**src/include/afs_regs.svh**
```systemverilog
// Register addresses, reset values, field masks and timing counts
`ifndef AFS_REGS_SVH
`define AFS_REGS_SVH

// ----------------------------------------------------------------------
// Register addresses on the control port
// ----------------------------------------------------------------------
`define AFS_ADDR_SETUP1   6'h01
`define AFS_ADDR_SETUP2   6'h02
`define AFS_ADDR_SETUP3   6'h03
`define AFS_ADDR_DEVRST   6'h04
`define AFS_ADDR_CYCRST   6'h05

// ----------------------------------------------------------------------
// Reset values and writable bit masks
// ----------------------------------------------------------------------
`define AFS_RST_SETUP1    8'h03
`define AFS_RST_SETUP2    8'h20
`define AFS_RST_SETUP3    8'h1f
`define AFS_MASK_SETUP1   8'h7f
`define AFS_MASK_SETUP2   8'hef
`define AFS_MASK_SETUP3   8'hff
`define AFS_READ_ZERO     8'h00

// ----------------------------------------------------------------------
// Timing: master clocks per ADC clock, latency stages
// ----------------------------------------------------------------------
`define AFS_ADC_RATIO_STD 2'h2
`define AFS_ADC_RATIO_M3  2'h3
`define AFS_LAT_STAGES    3

`endif

```
**src/include/afs_pkg.sv**
```systemverilog
// Types shared by the setup register bank and its helpers
package afs_pkg;

  // Setup register one layout, msb first
  typedef struct packed {
    logic       reserved;
    logic       topSpeedFlag;
    logic [1:0] gainOutputShift;
    logic       perBlockPowerControl;
    logic       mono;
    logic       doubleSamplingSelect;
    logic       globalEnable;
  } afs_setup1_t;

  // Setup register two layout, msb first
  typedef struct packed {
    logic [1:0] outputLatencySel;
    logic       clampDacSpan;
    logic       zeroBit;
    logic       clampDacExternal;
    logic       outputPolarityFlip;
    logic [1:0] outputFormatSel;
  } afs_setup2_t;

  // Setup register three layout, msb first
  typedef struct packed {
    logic [1:0] monoInputPick;
    logic [1:0] resetSampleShift;
    logic [3:0] clampLevelCode;
  } afs_setup3_t;

  // Settings handed to the analogue path
  typedef struct packed {
    logic       doubleSamplingSelect;
    logic       mono;
    logic [1:0] gainOutputShift;
    logic       topSpeedFlag;
    logic       clampDacExternal;
    logic       clampDacSpan;
    logic [3:0] clampLevelCode;
    logic [1:0] resetSampleShift;
    logic [1:0] monoInputPick;
  } afs_analog_t;

  // Colour counter states
  typedef enum logic [1:0] {
    AFS_RED   = 2'b00,
    AFS_GREEN = 2'b01,
    AFS_BLUE  = 2'b10
  } afs_colour_t;

endpackage : afs_pkg

```
**src/core/afs_adc_divider.sv**
```systemverilog
// ADC clock tick generator from the master clock
`include "afs_regs.svh"
module afs_adc_divider
  import afs_pkg::*;
(
  input  wire logic clk,
  input  wire logic rst,
  input  wire logic modeThree,
  output logic      adcTick
);

  logic [1:0] cnt_q;
  logic [1:0] ratio;

  // Two master clocks per ADC clock, three in mode three
  assign ratio = modeThree ? `AFS_ADC_RATIO_M3 : `AFS_ADC_RATIO_STD;

  // Period counter
  always_ff @(posedge clk) begin
    if (rst) begin
      cnt_q   <= 2'h0;
      adcTick <= 1'b0;
    end else begin
      adcTick <= (cnt_q >= ratio - 2'h1);
      cnt_q   <= (cnt_q >= ratio - 2'h1) ? 2'h0 : cnt_q + 2'h1;
    end
  end

endmodule : afs_adc_divider

```
**src/core/afs_latency_pipe.sv**
```systemverilog
// Output data delay line in whole ADC clock periods
module afs_latency_pipe
  import afs_pkg::*;
#(
  parameter int W      = 16,
  parameter int STAGES = 3
)
(
  input  wire logic         clk,
  input  wire logic         rst,
  input  wire logic         adcTick,
  input  wire logic [1:0]   latencySel,
  input  wire logic [W-1:0] dataIn,
  output logic [W-1:0]      dataOut
);

  logic [W-1:0] stage_q [0:STAGES-1];

  // Shift one stage per ADC clock, tap by latency code
  always_ff @(posedge clk) begin
    if (rst) begin
      for (int i = 0; i < STAGES; i++) begin
        stage_q[i] <= '0;
      end
      dataOut <= '0;
    end else if (adcTick) begin
      stage_q[0] <= dataIn;
      for (int i = 1; i < STAGES; i++) begin
        stage_q[i] <= stage_q[i-1];
      end
      dataOut <= (latencySel == 2'h0) ? dataIn : stage_q[latencySel - 2'h1];
    end
  end

endmodule : afs_latency_pipe

```
**src/core/afs_setup_bank.sv**
```systemverilog
// Setup register bank of the scanner front end with derived controls
//
// Contract
// Global enable powers device down or up only while per-block control is off.
// Setup one bit 1 picks single-ended or double sampling, default 1.
// Setup one bit 2 picks colour or monochrome, default 0.
// Setup one bit 3 enables per-block disabling by the four-bit mask.
// Gain output shift code sets output for zero differential input.
// Host sets top speed flag only in the fastest mode.
// Host writes zero to the reserved top bit of setup one.
// Output format field picks parallel, two halves or four nibbles.
// Polarity flip bit inverts output data digitally.
// Clamp external bit powers clamp DAC down, output high impedance.
// Clamp DAC span bit picks supply or top reference range, default 1.
// Latency field adds zero to three ADC clock periods of delay.
// ADC clock is two master clocks, three in mode three.
// Clamp level code drives the clamp DAC, default 1111.
// Reset sample shift moves the reset sample, default 01.
// Mono input pick selects red, green or blue; 11 reserved.
// Any write to the device reset address restores every default.
// Host should issue a device reset write after power-up.
// Any write to colour cycle reset returns counter to red.
// Registers sit at six-bit addresses 000001 to 000101.
// Line-sequential mode forces monochrome on and input pick 00.
`include "afs_regs.svh"
module afs_setup_bank
  import afs_pkg::*;
#(
  parameter int DATA_W = 16
)
(
  input  wire logic              clk,
  input  wire logic              rst,
  input  wire logic              wrEn,
  input  wire logic [5:0]        wrAddr,
  input  wire logic [7:0]        wrData,
  input  wire logic [5:0]        rdAddr,
  input  wire logic              lineSeqMode,
  input  wire logic [3:0]        blockDisableMask,
  input  wire logic              modeThree,
  input  wire logic              cyclePulsePin,
  input  wire logic [DATA_W-1:0] adcData,
  output logic [7:0]             rdData,
  output logic                   deviceOff,
  output logic [3:0]             blockOff,
  output afs_analog_t            analogCfg,
  output logic [1:0]             outputFormatSel,
  output logic                   adcTick,
  output logic [DATA_W-1:0]      outData,
  output afs_colour_t            colourSel
);

  // --------------------------------------------------------------------
  // Register state and write decode
  // --------------------------------------------------------------------
  afs_setup1_t setup1_q;
  afs_setup2_t setup2_q;
  afs_setup3_t setup3_q;
  logic        wrSetup1;
  logic        wrSetup2;
  logic        wrSetup3;
  logic        devReset;
  logic        cycReset;
  logic        cellRst;
  logic        pinMeta_q;
  logic        pinSync_q;
  logic        pinLast_q;
  logic        pinRise;
  logic [DATA_W-1:0] pipeIn;

  // Address decode of the control port
  assign wrSetup1 = wrEn && (wrAddr == `AFS_ADDR_SETUP1);
  assign wrSetup2 = wrEn && (wrAddr == `AFS_ADDR_SETUP2);
  assign wrSetup3 = wrEn && (wrAddr == `AFS_ADDR_SETUP3);
  assign devReset = wrEn && (wrAddr == `AFS_ADDR_DEVRST);
  assign cycReset = wrEn && (wrAddr == `AFS_ADDR_CYCRST);

  // Whole-device reset: pin reset or strobe write
  assign cellRst = rst || devReset;

  // --------------------------------------------------------------------
  // Setup registers
  // --------------------------------------------------------------------
  // Setup one; reserved top bit never stored
  always_ff @(posedge clk) begin
    if (cellRst) begin
      setup1_q <= afs_setup1_t'(`AFS_RST_SETUP1);
    end else if (wrSetup1) begin
      setup1_q <= afs_setup1_t'(wrData & `AFS_MASK_SETUP1);
    end
  end

  // Setup two; bit 4 held at zero
  always_ff @(posedge clk) begin
    if (cellRst) begin
      setup2_q <= afs_setup2_t'(`AFS_RST_SETUP2);
    end else if (wrSetup2) begin
      setup2_q <= afs_setup2_t'(wrData & `AFS_MASK_SETUP2);
    end
  end

  // Setup three
  always_ff @(posedge clk) begin
    if (cellRst) begin
      setup3_q <= afs_setup3_t'(`AFS_RST_SETUP3);
    end else if (wrSetup3) begin
      setup3_q <= afs_setup3_t'(wrData & `AFS_MASK_SETUP3);
    end
  end

  // --------------------------------------------------------------------
  // Read back
  // --------------------------------------------------------------------
  // Strobes and unmapped addresses read zero
  always_ff @(posedge clk) begin
    if (cellRst) begin
      rdData <= `AFS_READ_ZERO;
    end else begin
      case (rdAddr)
        `AFS_ADDR_SETUP1: rdData <= setup1_q;
        `AFS_ADDR_SETUP2: rdData <= setup2_q;
        `AFS_ADDR_SETUP3: rdData <= setup3_q;
        default:          rdData <= `AFS_READ_ZERO;
      endcase
    end
  end

  // --------------------------------------------------------------------
  // Power control
  // --------------------------------------------------------------------
  // Global enable only while per-block control is off
  always_ff @(posedge clk) begin
    if (cellRst) begin
      deviceOff <= 1'b0;
    end else begin
      deviceOff <= !setup1_q.perBlockPowerControl
                   && !setup1_q.globalEnable;
    end
  end

  // Per-block disables only when selective control is on
  always_ff @(posedge clk) begin
    if (cellRst) begin
      blockOff <= 4'h0;
    end else begin
      blockOff <= setup1_q.perBlockPowerControl
                  ? blockDisableMask : 4'h0;
    end
  end

  // --------------------------------------------------------------------
  // Analogue path settings
  // --------------------------------------------------------------------
  // Line-sequential mode overrides mono and input pick
  always_ff @(posedge clk) begin
    if (cellRst) begin
      analogCfg <= '0;
    end else begin
      analogCfg.doubleSamplingSelect <= setup1_q.doubleSamplingSelect;
      analogCfg.mono <= lineSeqMode ? 1'b1 : setup1_q.mono;
      analogCfg.gainOutputShift  <= setup1_q.gainOutputShift;
      analogCfg.topSpeedFlag     <= setup1_q.topSpeedFlag;
      analogCfg.clampDacExternal <= setup2_q.clampDacExternal;
      analogCfg.clampDacSpan     <= setup2_q.clampDacSpan;
      analogCfg.clampLevelCode   <= setup3_q.clampLevelCode;
      analogCfg.resetSampleShift <= setup3_q.resetSampleShift;
      analogCfg.monoInputPick    <= lineSeqMode
                                    ? 2'h0 : setup3_q.monoInputPick;
    end
  end

  // Output word format to the output multiplexer
  always_ff @(posedge clk) begin
    if (cellRst) begin
      outputFormatSel <= 2'h0;
    end else begin
      outputFormatSel <= setup2_q.outputFormatSel;
    end
  end

  // --------------------------------------------------------------------
  // Colour cycle counter
  // --------------------------------------------------------------------
  // Two-stage sync of the cycle pin, then edge detect
  always_ff @(posedge clk) begin
    if (cellRst) begin
      pinMeta_q <= 1'b0;
      pinSync_q <= 1'b0;
      pinLast_q <= 1'b0;
    end else begin
      pinMeta_q <= cyclePulsePin;
      pinSync_q <= pinMeta_q;
      pinLast_q <= pinSync_q;
    end
  end

  assign pinRise = pinSync_q && !pinLast_q;

  // Red, green, blue, red; reset write wins over a pulse
  always_ff @(posedge clk) begin
    if (cellRst || cycReset) begin
      colourSel <= AFS_RED;
    end else if (lineSeqMode && pinRise) begin
      case (colourSel)
        AFS_RED:   colourSel <= AFS_GREEN;
        AFS_GREEN: colourSel <= AFS_BLUE;
        AFS_BLUE:  colourSel <= AFS_RED;
        default:   colourSel <= AFS_RED;
      endcase
    end
  end

  // --------------------------------------------------------------------
  // ADC clock and output data path
  // --------------------------------------------------------------------
  afs_adc_divider u_div (
    .clk       (clk),
    .rst       (cellRst),
    .modeThree (modeThree),
    .adcTick   (adcTick)
  );

  // Optional digital inversion ahead of the delay line
  assign pipeIn = setup2_q.outputPolarityFlip ? ~adcData : adcData;

  afs_latency_pipe #(
    .W      (DATA_W),
    .STAGES (`AFS_LAT_STAGES)
  ) u_pipe (
    .clk        (clk),
    .rst        (cellRst),
    .adcTick    (adcTick),
    .latencySel (setup2_q.outputLatencySel),
    .dataIn     (pipeIn),
    .dataOut    (outData)
  );
endmodule : afs_setup_bank

```
**config.mk**
```make
export PLATFORM = sky130hd
export DESIGN_NAME = afs_setup_bank
export DESIGN_NICKNAME = d
export VERILOG_FILES = /design/src/include/afs_pkg.sv /design/src/core/afs_adc_divider.sv /design/src/core/afs_latency_pipe.sv /design/src/core/afs_setup_bank.sv
export VERILOG_INCLUDE_DIRS = /design/src /design/src/include
export SDC_FILE = /design/constraint.sdc
export NUM_CORES = 1
export LEC_CHECK = 0
export ABC_AREA = 1
export BUFFER_PORTS_ARGS = -buffer_cell sky130_fd_sc_hd__clkbuf_2
export CAP_MARGIN = 20
export CORE_MARGIN = 5
export CORE_UTILIZATION = 40
export CTS_CLUSTER_DIAMETER = 40
export DETAILED_ROUTE_END_ITERATION = 10
export HOLD_SLACK_MARGIN = 0.02
export SYNTH_ARGS = -nofsm -noshare
export SYNTH_HDL_FRONTEND = slang
export SYNTH_HIERARCHICAL = 1
export SYNTH_SLANG_ARGS = --single-unit
```
**constraint.sdc**
```tcl
create_clock -name clk -period 2.9 [get_ports clk]
set_input_delay 0.87 -clock clk [delete_from_list [all_inputs] [get_ports clk]]
set_output_delay 0.87 -clock clk [all_outputs]
set_load 0.005 [all_outputs]
```
==> metrics.cfg, run 1 <==
[power]
ir_drop_mv = 0.445
p_per_area_nw_per_um2 = 674
power_leakage_nw = 3.11

[global_routing]
grt_use_total_pct = 16.4
grt_pass1_wl_um = 20900
grt_pass1_vias = 4396
overflow = 0
grt_max_degree = 65
antenna_found_initial = 0

[outcome]
status = completed

[logic_synthesis]
yosysWarnings = 6
ys_seq_area_share_pct = 55.6
ys_ff_latch = 124
syn-num-nets = 686
yosys-top-cells-area = dfxtp_1 29%, edfxtp_1 27%, nand2_1 9.9%, inv_1 6.8%, nor2_1 5.5%
synth_top_area_share_pct = 28.6
synth_cells = 637
syn-mean-instance-area_um2 = 8.36
synth_area_um2 = 5330
synth_top_area_cell = dfxtp_1
ys_types = 22

[cts]
post-cts-setup-buffers = 0
ctsHoldBuffers = 0
clockBufferDepth = 2
clock_latency_ns = 0.41
numCtsBuffers = 17
cts_htree_levels = 4
cts_sinks = 124
cts_tree = built
ctsResizeCount = 0
clk_pin_slew_ns = 0.05
root_buffer = clkbuf_16

[worst_setup_path]
arrival_ns = 2.47
crit_path_start = wrAddr[5]
crit_path_start_kind = input pin
endpoint_kind = register
rr_worst_depth = 7
required_ns = 3.04
timing.rr.end = u_pipe/dataOut[12]
endpoint = u_pipe/stage_q[2][14]
crit-reg2reg-launch = setup2_q[6]
ff2ff_setup_slack_ns = 0.76
criticalPathCategory = input pin to register
cp_max_fo = 48

[placement]
port_buffers = 94
detailed_place_hpwl_um = 8530
preCtsSetupSlack_ns = 0.116
gp_congestion = 0.879

[floorplanning]
fp.dieArea_um2 = 15700
rows = 42
dieHeight_um = 125
core_area_um2 = 13100
ioPinCount = 95
initial_core_util_pct = 40.5
die_w_um = 125

[sta]
finClkSkew_ns = 0.00626
fmax_ghz = 0.430
worst_slew_pin_slew_ns = 0.855
relSlewSlack_pct = 42.9
period_needed_ns = 2.32
hold_violations = 0
whs_ns = 0.414
slew_viol_final = 0
worst_slack_ns = 0.576
setup_viol = 0
period_share_pct = 80.1
grt_setup_unrepaired = no
setup_tns_ns = 0

[route]
wl_per_cell_um = 13.7
drc_errors = 0
wirelength_um = 12600
first_pass_iters = 4
vias_per_cell = 4.75
drt_iter0_drc = 343
num_vias = 4375
postRouteAntennaNets = 0

[worst_hold_path]
hold_class = register to register

[finish]
n_antenna_cell = 0
syn_to_final_growth_pct = 22.6
drive_above_1_share_pct = 20.4
fill_cells = 1314
nets = 781

[job]
cap_violations = 0

state kept, by name (all words and copies together), names as in the netlist:
signal / flops
u_pipe/stage_q: 48
deviceOff: 1
analogCfg: 15
outputFormatSel: 2
setup2_q: 7
pinMeta_q: 1
colourSel: 2
pinSync_q: 1
rdData: 8
u_div/cnt_q: 2
pinLast_q: 1
u_div/adcTick: 1
setup1_q: 7
u_pipe/dataOut: 16
blockOff: 4
setup3_q: 8
power by group:
part	switching (W)	internal, W	leakage (nW)
Clock	0.000749	0.00131	0.306
Sequential	0.0000445	0.00195	1.13
Combinational	0.000233	0.000121	1.67
per-layer routing:
layer | part of all wire [%] | GRT usage, % | vias to the layer above
li1 | - | - | 2212
met1 | 43 | 19.6 | 2023
met2 | 50 | 27.2 | 123
met3 | 5.7 | 6.01 | 17
met4 | 1.3 | 5.87 | 0
met5 | 0 | 0 | -
area by class of cell:
| class | count | area, um^2 | share of cell area, % |
|---|---|---|---|
| flip-flops and latches | 124 | 2960 | 45.4 |
| repair buffers | 102 | 556 | 8.51 |
| inverters | 101 | 383 | 5.86 |
| clock inverters | 10 | 52.6 | 0.805 |
| clock buffers | 22 | 539 | 8.26 |
| multi-input cells | 386 | 1820 | 27.8 |
| well taps | 176 | 220 | 3.37 |
cell usage after synthesis, drive strengths merged:
master  instances
nand2         143
buf            26
nor2           87
nand3          56
edfxtp         48
ha              3
nand4          21
nor3            8
inv           101
dfxtp          76
xor2           16
o21ai           1
xnor2           1
a21oi          50
cells by family after synthesis:
family	after synthesis	share of synthesized area, %
fa+ha+maj	3	0.705
flops	124	55.6
xor+xnor	17	2.80
compound gates	51	4.79
buf+inv	127	10.2
simple gates	315	25.8
metrics by stage:
| step | std cells | utilization [%] | total power, W | cell area, um^2 |
|---|---|---|---|---|
| 2_1_floorplan | 637 | - | 0.00223 | 5330 |
| 5_1_grt | 921 | 49.7 | 0.00460 | 6530 |
| 3_5_place_dp | 889 | 45.2 | 0.00238 | 5940 |
| 3_3_place_gp | 889 | 45.2 | 0.00237 | 5940 |
| 6_report | 921 | 49.7 | 0.00440 | 6530 |
| 4_1_cts | 921 | 49.7 | 0.00445 | 6530 |
how the worst min path moves through the flow:
stage / startpoint / end / slack, ns / depth (start not counted)
global route: pinMeta_q / pinSync_q / 0.45 / 2
floorplan: pinMeta_q / pinSync_q / 0.39 / 2
CTS: pinMeta_q / pinSync_q / 0.41 / 2
global placement: pinMeta_q / pinSync_q / 0.40 / 2
detailed placement: pinMeta_q / pinSync_q / 0.41 / 2
finish: pinMeta_q / pinSync_q / 0.41 / 2
worst max-delay path, cell delays in order:
cell        delay, ns
clkbuf_2         0.14
nor2_4           0.07
nand4_1          0.11
nand2_2          0.09
nor2_2           0.66
clkinvlp_4       0.26
buf_12           0.25
cells in the final DEF, fill, tap and decap left out, types with 2 or more instances in the layout:
| cell | count |
|---|---|
| clkbuf_16 | 21 |
| nand2_2 | 3 |
| buf_12 | 2 |
| nor2_2 | 5 |
| dfxtp_1 | 76 |
| clkinv_2 | 8 |
| nor3_1 | 7 |
| xor2_1 | 16 |
| inv_1 | 96 |
| nand3_1 | 56 |
| inv_2 | 4 |
| edfxtp_1 | 48 |
| buf_4 | 6 |
| inv_4 | 2 |
| nand4_1 | 21 |
| nand2_1 | 140 |
| nor2_1 | 78 |
| clkbuf_2 | 94 |
| ha_1 | 3 |
| a21oi_1 | 50 |
| nor2_4 | 4 |
(Power assumes the default switching activity.)
==> run 2: changes to the inputs <==
Clock period 2.9 ns to 1.95 ns, I/O delays scaled along.
==> run 2 against run 1 <==
Core utilization increased by 0.74 points; critical path depth decreased by 6; critical path type is now register to output port; first-iteration DRC count decreased by 7.3%; register-to-register slack got worse by 0.20 ns.
==> metrics.cfg, run 2 (same netlist as run 1, synthesis figures left out) <==
[outcome]
status = completed

[route]
met2_length_um = 6620
met1Wirelength_um = 5270
wirelength_um = 12800
vias_per_cell = 4.77
drt_iter0_drc = 318
top_layer_used = met4
wl_met3_um = 672
drc_errors = 0
wl_per_cell_um = 13.7
postRouteAntennaNets = 0
num_vias = 4443
first_pass_iters = 5

[finish]
layout_commonest_cell = nand2_1
syn_to_final_growth_pct = 24.5
largest_register_ff_count = 48
layout_common_cells = 140 x nand2_1, 95 x inv_1, 94 x clkbuf_2
final_cells = 932
top_regs = u_pipe/stage_q (48), u_pipe/dataOut (16), analogCfg (15)
utilization_pct = 50.5
nets = 792
n_antenna_cell = 0
largest-register = u_pipe/stage_q
drive_above_1_share_pct = 21.7

[placement]
placedCellCount = 900
port_buffers = 94
gp_congestion = 0.892
detailed_place_hpwl_um = 8830

[cts]
clockBufferDepth = 2
ctsResizeCount = 0
cts_sinks = 124
root_buffer = clkbuf_16
post-cts-setup-buffers = 0
cts_htree_levels = 4
ctsHoldBuffers = 0
numCtsBuffers = 17
cts_tree = built
clk_pin_slew_ns = 0.05
clock_latency_ns = 0.41

[floorplanning]
core_area_um2 = 13100
fp.dieArea_um2 = 15700
dieHeight_um = 125
initial_core_util_pct = 40.5
rows = 42
die_w_um = 125
ioPinCount = 95

[power]
ir_drop_mv = 0.694
p_per_area_nw_per_um2 = 975
power_leakage_nw = 3.16

[global_routing]
grt_pass1_vias = 4631
grt_max_degree = 45
grt_use_total_pct = 17.1
antenna_found_initial = 0
grt_pass1_wl_um = 21700
overflow = 0

[sta]
slew_viol_final = 0
setup_viol = 0
relSlewSlack_pct = 68.0
period_needed_ns = 1.60
hold_violations = 0
fmax_ghz = 0.626
worst_slew_pin_slew_ns = 0.478
finClkSkew_ns = 0.00499
grt_setup_unrepaired = no
period_share_pct = 81.9

[worst_setup_path]
cp_max_fo = 3
crit_path_start_kind = register
max_stage_delay_ns = 0.44
criticalPathCategory = register to output port
endpoint_kind = output port
arrival_ns = 1.01
path_buf_inv = 1
crit_path_top_delay_cell = dfxtp_1
critPathTopFamily = flip-flops
rr_worst_depth = 7
required_ns = 1.36
crit_chain = clkbuf_2
cp.depth = 1

[worst_hold_path]
hold_class = input pin to register
hold_depth = 3

[job]
cap_violations = 0

==> run 2: where the power goes <==
| group | leakage, nW | switching, W | internal [W] |
|---|---|---|---|
| logic | 1.74 | 0.000354 | 0.000210 |
| registers | 1.13 | 0.0000678 | 0.00289 |
| clock network | 0.285 | 0.00110 | 0.00184 |
==> run 2: routing by layer <==
layer / track usage, % / vias up
met1: 19.7 / 2080
met4: 7.33 / 0
met5: 0 / -
li1: - / 2224
met2: 29.5 / 115
met3: 5.29 / 24
==> run 2: final timing paths <==
kind	startpoint	to	slack (ns)
setup / recovery	u_div/adcTick	adcTick	0.35
hold / removal	cyclePulsePin	pinMeta_q	0.37
setup reg to reg	setup2_q[7]	u_pipe/dataOut[3]	0.56
hold reg to reg	pinMeta_q	pinSync_q	0.41
==> run 2: area by class of cell <==
type	instances	area [um^2]
Fill cell	1276	6510
Sequential cell	124	2960
Multi-Input combinational cell	386	1830
Timing Repair Buffer	113	676
Clock buffer	20	468
Inverter	101	385
Tap cell	176	220
Clock inverter	12	91.3
==> run 2: metrics by stage <==
| step | power [W] | setup WS (ns) | area (um^2) | setup TNS, ns | hold slack [ns] |
|---|---|---|---|---|---|
| 2_1_floorplan | 0.00333 | -0.388 | 5350 | -18.60 | 0.394 |
| 3_3_place_gp | 0.00356 | 0.135 | 6070 | 0 | 0.397 |
| 3_5_place_dp | 0.00359 | 0.0949 | 6070 | 0 | 0.404 |
| 4_1_cts | 0.00654 | 0.298 | 6630 | 0 | 0.345 |
| 5_1_grt | 0.00677 | 0.275 | 6630 | 0 | 0.374 |
| 6_report | 0.00647 | 0.353 | 6630 | 0 | 0.367 |
==> run 2: worst reg2reg max path: stages (launching register included) <==
cell and delay [ns]:
dfxtp_1 0.36, inv_1 0.07, ha_1 0.30, inv_2 0.29, a21oi_1 0.12, nand2_1 0.11, nand2_1 0.05, nand2_1 0.05
